[src/pmwr_pkg.sv]
// package: register map, field layout and encodings of the power mode / wakeup / reset unit
`default_nettype none
package pmwr_pkg;
	// register byte addresses (printed offsets are not all multiples of four: index * 4)
	localparam logic [7:0]  IDX_WAKEUP_SOURCE_CONFIG   = 8'hA5;
	localparam logic [7:0]  IDX_OPERATIONAL_MODE_CTRL  = 8'hAE;
	localparam logic [7:0]  IDX_RESET_CAUSE            = 8'hB1;
	localparam logic [7:0]  IDX_PIN_WAKEUP_ENABLE_HIGH = 8'hCE;
	localparam logic [7:0]  IDX_PIN_WAKEUP_ENABLE_LOW  = 8'hCF;
	localparam logic [7:0]  IDX_WAKE_STATUS            = 8'hD0;
	localparam logic [11:0] ADDR_WAKEUP_SOURCE_CONFIG  = {2'h0, IDX_WAKEUP_SOURCE_CONFIG, 2'h0};
	localparam logic [11:0] ADDR_OPERATIONAL_MODE_CTRL = {2'h0, IDX_OPERATIONAL_MODE_CTRL, 2'h0};
	localparam logic [11:0] ADDR_RESET_CAUSE           = {2'h0, IDX_RESET_CAUSE, 2'h0};
	localparam logic [11:0] ADDR_PIN_WAKEUP_ENABLE_HIGH = {2'h0, IDX_PIN_WAKEUP_ENABLE_HIGH, 2'h0};
	localparam logic [11:0] ADDR_PIN_WAKEUP_ENABLE_LOW = {2'h0, IDX_PIN_WAKEUP_ENABLE_LOW, 2'h0};
	localparam logic [11:0] ADDR_WAKE_STATUS           = {2'h0, IDX_WAKE_STATUS, 2'h0};
	// reset values
	localparam logic [7:0]  RST_WAKEUP_SOURCE_CONFIG   = 8'h00;
	localparam logic [7:0]  RST_OPERATIONAL_MODE_CTRL  = 8'h00;
	localparam logic [7:0]  RST_PIN_WAKEUP_ENABLE      = 8'h00;
	// operational mode control fields
	localparam int          OPM_POLARITY_BIT  = 2;
	localparam int          OPM_LATCH_LOCK_BIT = 1;
	localparam int          OPM_WDOG_RESET_BIT = 0;
	localparam logic [7:0]  OPM_WRITABLE_MASK = 8'h07;
	// reset cause bits
	localparam int          CAUSE_PIN_BIT   = 0;
	localparam int          CAUSE_WDOG_BIT  = 1;
	localparam int          CAUSE_DEBUG_BIT = 2;
	// wakeup source config field positions (low bit of each 2-bit field)
	localparam int          WUC_RADIO_LSB = 6;
	localparam int          WUC_TICK_LSB  = 4;
	localparam int          WUC_PIN_LSB   = 2;
	localparam int          WUC_MISC_LSB  = 0;
	// wakeup field encodings
	localparam logic [1:0]  WUC_IF_ENABLED = 2'h0;
	localparam logic [1:0]  WUC_RESERVED   = 2'h1;
	localparam logic [1:0]  WUC_ALWAYS     = 2'h2;
	localparam logic [1:0]  WUC_IGNORE     = 2'h3;
	// interrupt enable positions in interrupt_enable_group_one
	localparam int          IEN_RADIO_BIT = 1;
	localparam int          IEN_PIN_BIT   = 3;
	localparam int          IEN_MISC_BIT  = 4;
	localparam int          IEN_TICK_BIT  = 5;
	// package variants
	localparam logic [1:0]  PKG_LARGE = 2'h0;
	localparam logic [1:0]  PKG_MID   = 2'h1;
	localparam logic [1:0]  PKG_SMALL = 2'h2;
	// power-down mode codes as presented by the power-down command logic
	localparam logic [2:0]  PD_NONE      = 3'h0;
	localparam logic [2:0]  PD_DEEP      = 3'h1;
	localparam logic [2:0]  PD_MEM_OFF   = 3'h2;
	localparam logic [2:0]  PD_MEM_ON    = 3'h3;
	localparam logic [2:0]  PD_REG_RET   = 3'h4;
	localparam logic [2:0]  PD_STANDBY   = 3'h7;

	// reset requests from the four sources
	typedef struct packed {
		logic generator;
		logic pin;
		logic watchdog;
		logic debugger;
	} pmwr_rst_req_t;

	// raw event lines feeding the standby wakeup decision
	typedef struct packed {
		logic radio;
		logic tick;
		logic pin;
		logic xosc_ready;
		logic adc_done;
		logic rng_ready;
	} pmwr_events_t;
endpackage : pmwr_pkg
`default_nettype wire

[src/pmwr_ctrl.sv]
// power mode control, reset cause record and wakeup source selection with APB access
// Notes on behaviour
// - polarity bit makes subset of pins active-low
// - lock bit freezes retention latches, else transparent
// - watchdog runs unless deep sleep, bit clear
// - bit set resets watchdog in retention modes
// - all four reset sources start same sequence
// - cause bits: pin, watchdog, debugger
// - any write to reset cause clears all cause bits; a write in a cause_capture cycle clears nothing
// - causes accumulate; generator reset or write clears
// - radio interrupt wakeup field bits 7:6
// - tick wakeup field bits 5:4
// - pin interrupt wakeup field bits 3:2
// - miscellaneous interrupt wakeup field bits 1:0
// - interrupt wakeup selections apply in standby
// - misc interrupt: crystal, ADC or random ready
// - two pin enable registers, reset zero
// - largest package maps port 2, 3, 1.7
// - mid and small package pin mapping
// - only marked pins follow polarity select
// - enabled spi slave chip-select wakes active-low
`timescale 1ns/10ps
`default_nettype none
module pmwr_ctrl (
	input  wire logic                    pclk,
	input  wire logic                    presetn,
	input  wire logic                    psel,
	input  wire logic                    penable,
	input  wire logic                    pwrite,
	input  wire logic [11:0]             paddr,
	input  wire logic [31:0]             pwdata,
	output logic                         pready,
	output logic [31:0]                  prdata,
	output logic                         pslverr,
	input  wire logic [1:0]              package_sel,
	input  wire pmwr_pkg::pmwr_rst_req_t reset_req,
	input  wire logic                    cause_capture,
	input  wire logic [2:0]              power_down_mode,
	input  wire logic                    watchdog_enabled,
	input  wire logic [7:0]              interrupt_enable_group_one,
	input  wire pmwr_pkg::pmwr_events_t  events,
	input  wire logic [7:0]              port0_pins,
	input  wire logic [7:0]              port1_pins,
	input  wire logic [7:0]              port2_pins,
	input  wire logic [7:0]              port3_pins,
	input  wire logic                    spi_slave_enable,
	input  wire logic                    slave_chip_select_n,
	input  wire logic [7:0]              retention_setup_in,
	output logic [7:0]                   retention_setup_out,
	output logic                         system_reset_req,
	output logic                         watchdog_hold_reset,
	output logic                         watchdog_run,
	output logic                         pin_wakeup_interrupt,
	output logic                         miscellaneous_interrupt,
	output logic                         standby_wakeup
);
	logic [7:0]  wakeup_source_config_ff;
	logic [7:0]  operational_mode_control_ff;
	logic [2:0]  reset_cause_ff;
	logic [7:0]  pin_wakeup_enable_high_ff;
	logic [7:0]  pin_wakeup_enable_low_ff;
	logic [7:0]  retention_setup_ff;
	logic [3:0]  wake_status_ff;
	logic [31:0] prdata_ff;
	logic        pslverr_ff;
	logic        pready_ff;
	logic        sys_reset_ff;
	logic        wdog_hold_ff;
	logic        wdog_run_ff;
	logic        pin_irq_ff;
	logic        misc_irq_ff;
	logic        wake_ff;
	logic [32:0] pin_meta_ff;
	logic [32:0] pin_sync_ff;
	logic        mapped;
	logic        wr_access;
	logic [7:0]  map_low_mask;
	logic [7:0]  map_high_mask;
	logic [7:0]  pol_low_mask;
	logic [7:0]  pol_high_mask;
	logic [7:0]  src_low;
	logic [7:0]  src_high;
	logic [7:0]  act_low;
	logic [7:0]  act_high;
	logic        csn_wake;
	logic        nxt_pin_irq;
	logic        nxt_misc_irq;
	logic [3:0]  nxt_wake_src;
	logic [31:0] nxt_prdata;

	// APB answers in the access phase cycle itself; pready is held high after reset
	assign pready    = pready_ff;
	assign prdata    = prdata_ff;
	assign pslverr   = pslverr_ff;
	assign wr_access = psel && penable && pwrite;

	always_comb
	begin
		mapped = 1'b1;
		case (paddr)
			pmwr_pkg::ADDR_WAKEUP_SOURCE_CONFIG:   nxt_prdata = {24'h0, wakeup_source_config_ff};
			pmwr_pkg::ADDR_OPERATIONAL_MODE_CTRL:  nxt_prdata = {24'h0, operational_mode_control_ff};
			pmwr_pkg::ADDR_RESET_CAUSE:            nxt_prdata = {29'h0, reset_cause_ff};
			pmwr_pkg::ADDR_PIN_WAKEUP_ENABLE_HIGH:
				nxt_prdata = {24'h0, pin_wakeup_enable_high_ff & map_high_mask};
			pmwr_pkg::ADDR_PIN_WAKEUP_ENABLE_LOW:
				nxt_prdata = {24'h0, pin_wakeup_enable_low_ff & map_low_mask};
			pmwr_pkg::ADDR_WAKE_STATUS:            nxt_prdata = {28'h0, wake_status_ff};
			default:
			begin
				nxt_prdata = 32'h0;
				mapped     = 1'b0;
			end
		endcase
	end

	always_ff @(posedge pclk or negedge presetn)
	begin
		if (!presetn)
		begin
			pready_ff  <= 1'b0;
			prdata_ff  <= 32'h0;
			pslverr_ff <= 1'b0;
		end
		else
		begin
			pready_ff  <= 1'b1;
			pslverr_ff <= psel && !penable && !mapped;
			if (psel && !penable && !pwrite)
				prdata_ff <= nxt_prdata;
		end
	end

	// writable registers; upper mode bits are kept zero whatever software sends
	always_ff @(posedge pclk or negedge presetn)
	begin
		if (!presetn)
		begin
			wakeup_source_config_ff     <= pmwr_pkg::RST_WAKEUP_SOURCE_CONFIG;
			operational_mode_control_ff <= pmwr_pkg::RST_OPERATIONAL_MODE_CTRL;
			pin_wakeup_enable_high_ff   <= pmwr_pkg::RST_PIN_WAKEUP_ENABLE;
			pin_wakeup_enable_low_ff    <= pmwr_pkg::RST_PIN_WAKEUP_ENABLE;
		end
		else if (wr_access)
		begin
			case (paddr)
				pmwr_pkg::ADDR_WAKEUP_SOURCE_CONFIG:
					wakeup_source_config_ff <= pwdata[7:0];
				pmwr_pkg::ADDR_OPERATIONAL_MODE_CTRL:
					operational_mode_control_ff <= pwdata[7:0] & pmwr_pkg::OPM_WRITABLE_MASK;
				pmwr_pkg::ADDR_PIN_WAKEUP_ENABLE_HIGH:
					pin_wakeup_enable_high_ff <= pwdata[7:0];
				pmwr_pkg::ADDR_PIN_WAKEUP_ENABLE_LOW:
					pin_wakeup_enable_low_ff <= pwdata[7:0];
				default:
					pin_wakeup_enable_low_ff <= pin_wakeup_enable_low_ff;
			endcase
		end
	end

	// reset cause: cleared on apb reset (the generator's) and by writes, except in a cause_capture cycle; other causes OR in
	always_ff @(posedge pclk or negedge presetn)
	begin
		if (!presetn)
			reset_cause_ff <= 3'h0;
		else if (reset_req.generator)
			reset_cause_ff <= 3'h0;
		else if (cause_capture)
			reset_cause_ff <= reset_cause_ff | {reset_req.debugger, reset_req.watchdog,
				reset_req.pin};
		else if (wr_access && paddr == pmwr_pkg::ADDR_RESET_CAUSE)
			reset_cause_ff <= 3'h0;
	end

	// one common reset request whatever its source
	always_ff @(posedge pclk or negedge presetn)
	begin
		if (!presetn)
			sys_reset_ff <= 1'b0;
		else
			sys_reset_ff <= |reset_req;
	end
	assign system_reset_req = sys_reset_ff;

	// retention latches: transparent while unlocked, frozen while locked
	always_ff @(posedge pclk or negedge presetn)
	begin
		if (!presetn)
			retention_setup_ff <= 8'h00;
		else if (!operational_mode_control_ff[pmwr_pkg::OPM_LATCH_LOCK_BIT])
			retention_setup_ff <= retention_setup_in;
	end
	assign retention_setup_out = retention_setup_ff;

	// watchdog control by power-down mode
	always_ff @(posedge pclk or negedge presetn)
	begin
		if (!presetn)
		begin
			wdog_hold_ff <= 1'b0;
			wdog_run_ff  <= 1'b0;
		end
		else
		begin
			wdog_hold_ff <= operational_mode_control_ff[pmwr_pkg::OPM_WDOG_RESET_BIT] &&
				(power_down_mode == pmwr_pkg::PD_MEM_OFF ||
				 power_down_mode == pmwr_pkg::PD_MEM_ON ||
				 power_down_mode == pmwr_pkg::PD_REG_RET);
			wdog_run_ff <= watchdog_enabled && power_down_mode != pmwr_pkg::PD_DEEP &&
				!(operational_mode_control_ff[pmwr_pkg::OPM_WDOG_RESET_BIT] &&
				  (power_down_mode == pmwr_pkg::PD_MEM_OFF ||
				   power_down_mode == pmwr_pkg::PD_MEM_ON ||
				   power_down_mode == pmwr_pkg::PD_REG_RET));
		end
	end
	assign watchdog_hold_reset = wdog_hold_ff;
	assign watchdog_run        = wdog_run_ff;

	// pins and chip-select come from outside: two flops before use
	always_ff @(posedge pclk or negedge presetn)
	begin
		if (!presetn)
		begin
			pin_meta_ff <= {1'b1, 32'h0};
			pin_sync_ff <= {1'b1, 32'h0};
		end
		else
		begin
			pin_meta_ff <= {slave_chip_select_n, port3_pins, port2_pins, port1_pins, port0_pins};
			pin_sync_ff <= pin_meta_ff;
		end
	end

	// package map: mask of bits that own a pin and of those with selectable polarity
	always_comb
	begin
		case (package_sel)
			pmwr_pkg::PKG_LARGE:
			begin
				src_low       = pin_sync_ff[23:16];
				src_high      = {pin_sync_ff[15], pin_sync_ff[30:24]};
				map_low_mask  = 8'hFF;
				map_high_mask = 8'hFF;
				pol_low_mask  = 8'h44;
				pol_high_mask = 8'h00;
			end
			pmwr_pkg::PKG_MID:
			begin
				src_low       = pin_sync_ff[7:0];
				src_high      = {1'b0, pin_sync_ff[14:8]};
				map_low_mask  = 8'hFF;
				map_high_mask = 8'h7F;
				pol_low_mask  = 8'h40;
				pol_high_mask = 8'h14;
			end
			pmwr_pkg::PKG_SMALL:
			begin
				src_low       = {1'b0, pin_sync_ff[6:0]};
				src_high      = 8'h00;
				map_low_mask  = 8'h7F;
				map_high_mask = 8'h00;
				pol_low_mask  = 8'h40;
				pol_high_mask = 8'h00;
			end
			default:
			begin
				src_low       = 8'h00;
				src_high      = 8'h00;
				map_low_mask  = 8'h00;
				map_high_mask = 8'h00;
				pol_low_mask  = 8'h00;
				pol_high_mask = 8'h00;
			end
		endcase
	end

	// inversion only on the selectable subset, and only with the polarity bit set
	always_comb
	begin
		if (operational_mode_control_ff[pmwr_pkg::OPM_POLARITY_BIT])
		begin
			act_low  = src_low ^ pol_low_mask;
			act_high = src_high ^ pol_high_mask;
		end
		else
		begin
			act_low  = src_low;
			act_high = src_high;
		end
		csn_wake    = spi_slave_enable && !pin_sync_ff[32];
		nxt_pin_irq = |(act_low & pin_wakeup_enable_low_ff & map_low_mask) ||
			|(act_high & pin_wakeup_enable_high_ff & map_high_mask) || csn_wake;
		nxt_misc_irq = events.xosc_ready || events.adc_done || events.rng_ready;
	end

	always_ff @(posedge pclk or negedge presetn)
	begin
		if (!presetn)
		begin
			pin_irq_ff  <= 1'b0;
			misc_irq_ff <= 1'b0;
		end
		else
		begin
			pin_irq_ff  <= nxt_pin_irq;
			misc_irq_ff <= nxt_misc_irq;
		end
	end
	assign pin_wakeup_interrupt    = pin_irq_ff;
	assign miscellaneous_interrupt = misc_irq_ff;

	// per-source wakeup decision; reserved code wakes nothing
	function automatic logic wake_sel(input logic [1:0] cfg, input logic ev, input logic ien);
		case (cfg)
			pmwr_pkg::WUC_IF_ENABLED: wake_sel = ev && ien;
			pmwr_pkg::WUC_ALWAYS:     wake_sel = ev;
			pmwr_pkg::WUC_IGNORE:     wake_sel = 1'b0;
			default:                  wake_sel = 1'b0;
		endcase
	endfunction : wake_sel

	always_comb
	begin
		nxt_wake_src[3] = wake_sel(wakeup_source_config_ff[pmwr_pkg::WUC_RADIO_LSB +: 2],
			events.radio, interrupt_enable_group_one[pmwr_pkg::IEN_RADIO_BIT]);
		nxt_wake_src[2] = wake_sel(wakeup_source_config_ff[pmwr_pkg::WUC_TICK_LSB +: 2],
			events.tick, interrupt_enable_group_one[pmwr_pkg::IEN_TICK_BIT]);
		nxt_wake_src[1] = wake_sel(wakeup_source_config_ff[pmwr_pkg::WUC_PIN_LSB +: 2],
			pin_irq_ff || events.pin, interrupt_enable_group_one[pmwr_pkg::IEN_PIN_BIT]);
		nxt_wake_src[0] = wake_sel(wakeup_source_config_ff[pmwr_pkg::WUC_MISC_LSB +: 2],
			misc_irq_ff, interrupt_enable_group_one[pmwr_pkg::IEN_MISC_BIT]);
	end

	// sticky record of which source woke standby; set beats a clearing write
	always_ff @(posedge pclk or negedge presetn)
	begin
		if (!presetn)
		begin
			wake_ff        <= 1'b0;
			wake_status_ff <= 4'h0;
		end
		else
		begin
			wake_ff <= (power_down_mode == pmwr_pkg::PD_STANDBY) && |nxt_wake_src;
			if (wr_access && paddr == pmwr_pkg::ADDR_WAKE_STATUS)
				wake_status_ff <= (power_down_mode == pmwr_pkg::PD_STANDBY) ? nxt_wake_src : 4'h0;
			else if (power_down_mode == pmwr_pkg::PD_STANDBY)
				wake_status_ff <= wake_status_ff | nxt_wake_src;
		end
	end
	assign standby_wakeup = wake_ff;

	AST_WRITE_CLEARS_CAUSE: assert property (@(posedge pclk) disable iff (!presetn)
		wr_access && paddr == pmwr_pkg::ADDR_RESET_CAUSE && !cause_capture
			&& !reset_req.generator |=> reset_cause_ff == 3'h0)
		else $error("reset cause not cleared by write");
	AST_CAUSE_ACCUMULATES: assert property (@(posedge pclk) disable iff (!presetn)
		cause_capture && !reset_req.generator |=> (reset_cause_ff & $past(reset_cause_ff))
			== $past(reset_cause_ff))
		else $error("reset cause lost a bit");
	AST_GENERATOR_CLEARS: assert property (@(posedge pclk) disable iff (!presetn)
		reset_req.generator |=> reset_cause_ff == 3'h0)
		else $error("generator reset left cause bits");
	AST_ANY_SOURCE_RESETS: assert property (@(posedge pclk) disable iff (!presetn)
		(|reset_req) |=> system_reset_req)
		else $error("reset source did not raise common reset");
	AST_LATCH_HOLDS: assert property (@(posedge pclk) disable iff (!presetn)
		operational_mode_control_ff[pmwr_pkg::OPM_LATCH_LOCK_BIT]
			|=> $stable(retention_setup_out))
		else $error("locked retention latch changed");
	AST_WDOG_RET_HOLD: assert property (@(posedge pclk) disable iff (!presetn)
		operational_mode_control_ff[pmwr_pkg::OPM_WDOG_RESET_BIT]
			&& power_down_mode == pmwr_pkg::PD_REG_RET |=> watchdog_hold_reset && !watchdog_run)
		else $error("watchdog not held in retention");
	AST_WDOG_DEEP_STOP: assert property (@(posedge pclk) disable iff (!presetn)
		power_down_mode == pmwr_pkg::PD_DEEP |=> !watchdog_run)
		else $error("watchdog ran in deep sleep");
	AST_MODE_UPPER_ZERO: assert property (@(posedge pclk) disable iff (!presetn)
		operational_mode_control_ff[7:3] == 5'h0)
		else $error("reserved mode bits set");
	AST_NO_WAKE_OUTSIDE: assert property (@(posedge pclk) disable iff (!presetn)
		power_down_mode != pmwr_pkg::PD_STANDBY |=> !standby_wakeup)
		else $error("wakeup outside standby");
	AST_MISC_RAISE: assert property (@(posedge pclk) disable iff (!presetn)
		events.adc_done |=> miscellaneous_interrupt)
		else $error("misc interrupt missing");
endmodule : pmwr_ctrl
`default_nettype wire

[config.mk]
export PLATFORM = sky130hd
export DESIGN_NAME = pmwr_ctrl
export DESIGN_NICKNAME = d
export VERILOG_FILES = /design/src/pmwr_pkg.sv /design/src/pmwr_ctrl.sv
export SDC_FILE = /design/constraint.sdc
export NUM_CORES = 1
export LEC_CHECK = 0
export ABC_AREA = 0
export BUFFER_PORTS_ARGS = -buffer_cell sky130_fd_sc_hd__buf_2
export CORE_AREA = 2 2 76 133
export CTS_BUF_LIST = sky130_fd_sc_hd__clkbuf_4 sky130_fd_sc_hd__clkbuf_8
export CTS_CLUSTER_DIAMETER = 200
export DETAILED_ROUTE_END_ITERATION = 8
export DIE_AREA = 0 0 78 135
export PLACE_DENSITY = 0.78
export SLEW_MARGIN = 20
export SYNTH_ARGS = -nofsm -noshare
export SYNTH_HDL_FRONTEND = slang
export SYNTH_SLANG_ARGS = --single-unit
[constraint.sdc]
create_clock -name pclk -period 2.85 [get_ports pclk]
set_input_delay 0 -clock pclk [delete_from_list [all_inputs] [get_ports pclk]]
set_output_delay 0 -clock pclk [all_outputs]
set_load 0.01 [all_outputs]
==> flow_metrics.py <==
metrics = {
    "sta": {
        "finClkSkew_ns": 0.00757,
        "setup_viol": 0,
        "fmax_mhz": 428,
        "holdWs_ns": 0.0395,
        "min_period_ns": 2.33,
        "drv_slew": 0,
        "worst_slew_margin_rel_pct": 46.6,
        "hold_viol_final": 0,
        "tns_ns": 0,
        "rsz0062_at_grt": "false",
        "tightest_slew_ns": 0.802,
        "period_share_pct": 81.9,
    },
    "synthesis": {
        "synth_top_flop_cell": "dfrtp_1",
        "synthTopCellsByArea": "dfrtp_1, mux2_2, buf_4",
        "synth_common_cells": "dfrtp_1, mux2_2, buf_4, nand2_1, nor2_1",
        "syn_inst": 357,
        "yosysTopAreaCell": "dfrtp_1",
        "ys.warnings.count": 0,
        "ys_types": 52,
        "syn_area_per_cell_sq_um": 13.5,
        "netlist.area_leader.share_pct": 62.4,
        "ys_seq_area_share_pct": 63.4,
        "netlist_area_sq_um": 4820,
        "synth_most_common_cell": "dfrtp_1",
        "ys_seq_elements": 122,
        "synth_enable_flop_cells": 0,
        "async_flop_share_pct": 100,
    },
    "run": {
        "cap_violations": 0,
    },
    "drt": {
        "vias": 3536,
        "drc_errors": 0,
        "drtIter0Drc": 149,
        "drt-total-wl_mm": 11.2,
        "wire_per_inst_microns": 16.1,
        "ant_nets": 0,
        "first_pass_iters": 5,
        "via_per_inst": 5.11,
    },
    "min_path": {
        "hold_class": "input port to flip-flop",
    },
    "pwr": {
        "power_frac_comb_pct": 9.0,
        "clockPowerShare_pct": 43.3,
        "p_sw_w": 0.000861,
        "p_leak_nw": 3.11,
        "p_seq_share_pct": 47.7,
        "internal_power_w": 0.00301,
        "peakVddDrop_uv": 435,
        "switching_share_pct": 22.2,
        "power.density_nw_per_um2": 585,
    },
    "layout": {
        "final_util_pct": 70.3,
        "insertedDiodeCount": 0,
        "nets": 673,
        "drive_gt1_share_pct": 34.2,
        "syn2layout_area_growth_pct": 37.4,
        "fillCellCount": 679,
    },
    "global_route": {
        "grt_usage_pct": 22.7,
        "gr-total-overflow": 0,
        "grt_pass1_vias": 3793,
        "grt_max_degree": 65,
        "grt_pass1_wl_mm": 17.9,
        "antenna_found_initial": 0,
    },
    "die": {
        "coreArea_sq_um": 9410,
        "chipWidth_microns": 78,
        "boundaryPins": 164,
        "rows": 47,
        "initial_core_util_pct": 51.2,
        "fp.dieH_microns": 135,
        "dieArea_sq_um": 10500,
    },
    "clock_network": {
        "clk_pin_slew_ns": 0.07,
        "cts.sinks": 122,
        "cts_tree": "built",
        "postCtsSetupBuffers": 0,
        "cts.path.max_buffers": 2,
        "cts-root-buf": "clkbuf_8",
        "cts_buffers": 17,
        "h-tree-depth": 4,
        "insertion_delay_ns": 0.42,
    },
    "critical_path": {
        "crit_arrival_ns": 2.64,
        "cp.required_ns": 3.16,
        "crit_fanout": 5,
        "critPathCaptureType": "flip-flop",
        "start_kind": "flip-flop",
        "path_class": "flip-flop to flip-flop",
    },
    "place": {
        "dpl.hpwl_mm": 7.71,
        "place_congestion": 0.875,
        "io_buffer_count": 110,
    },
    "outcome": {
        "status": "complete, no violations",
    },
}
[sequential cells by signal, summed over array words and instances, names as in the netlist, 3 cells and up]
name and count:
reset_cause_ff 3, wake_status_ff 4, pin_wakeup_enable_low_ff 8, pin_sync_ff 32
prdata 8, wakeup_source_config_ff 8, operational_mode_control_ff 3, retention_setup_out 8
pin_meta_ff 32, pin_wakeup_enable_high_ff 8
[critical path, stage by stage (launching register included)]
cell and delay (ns):
dfrtp_1 0.43, a222oi_1 0.62, nand2_1 0.11, a222oi_1 0.34
o2111ai_1 0.16, dlygate4sd3_1 0.57
[path summary, 6_finish.rpt]
kind	startpoint	slack, ns	endpoint	cells after the start
worst min-delay path	paddr[2]	0.04	prdata[5]	3
max in group asynchronous	presetn	1.80	pin_sync_ff[3]	3
worst max register to register	pin_wakeup_enable_low_ff[0]	0.52	pin_wakeup_interrupt	5
min in group asynchronous	presetn	0.21	pin_sync_ff[18]	2
worst min register to register	pin_meta_ff[28]	0.34	pin_sync_ff[28]	0
worst max-delay path	pin_wakeup_enable_low_ff[0]	0.52	pin_wakeup_interrupt	5
[routing by layer]
metal	wire (microns)	share of wire (%)	global-route usage, %	vias up
met5	0	0	0	-
met3	482	4.3	5.15	33
met2	6460	58	42.8	128
li1	-	-	-	1644
met4	471	4.2	13.1	0
met1	3760	34	22.2	1731
[power by group through the flow]
stage               combinational (W)  sequential (W)  clock, W
finish                       0.000347         0.00185   0.00168
global route                 0.000385         0.00185   0.00179
global placement             0.000250         0.00188         0
CTS                          0.000345         0.00185   0.00170
floorplan                    0.000118         0.00188         0
detailed placement           0.000256         0.00188         0
[layout by cell type (no fill, tap or decap), types with 9 or more instances in the layout]
master	Yosys	final
nand2_1	17	17
clkbuf_8	0	19
a22oi_1	9	9
nor2_1	15	15
a21oi_1	14	14
mux2_2	28	28
dfrtp_1	120	120
buf_2	0	109
dlygate4sd3_1	0	77
conb_1	2	25
[through the flow]
step	setup WS (ns)	total power, W	cells	cell area [sq um]
floorplan	1.24	0.00200	380	4900
global placement	0.821	0.00213	583	5400
detailed placement	0.762	0.00214	583	5400
CTS	0.579	0.00390	692	6620
global route	0.403	0.00402	692	6620
finish	0.515	0.00387	692	6620
[cell type report]
cell class | instances | area [sq um] | area share [%]
clock buffers | 21 | 277 | 4.18
clock inverters | 11 | 169 | 2.55
inverters | 7 | 26.3 | 0.397
multi-input cells | 219 | 1590 | 24.0
flip-flops and latches | 122 | 3060 | 46.2
well taps | 122 | 153 | 2.31
repair buffers | 190 | 1350 | 20.3
[kinds of logic (layout without fill, tap and decap cells)]
logic type             after synthesis  in the layout  synth area share (%)
other                                2             25                 0.156
buffers and inverters               39            229                  5.33
AND/OR/NAND/NOR                     80             80                  10.0
AO/OA/AOI/OAI                       67             67                  9.87
flip-flops                         122            122                  63.4
XOR/XNOR                             5              5                 0.909
multiplexers                        42             42                  10.3
[repair_timing]
item / in CTS / in global routing
hold buffers: 77 / 0
endpoints found under the hold margin: 143 / 0
resized for setup: 0 / 0
setup endpoints to repair: 0 / 0
Note: power is estimated with default switching activity, not from simulation.
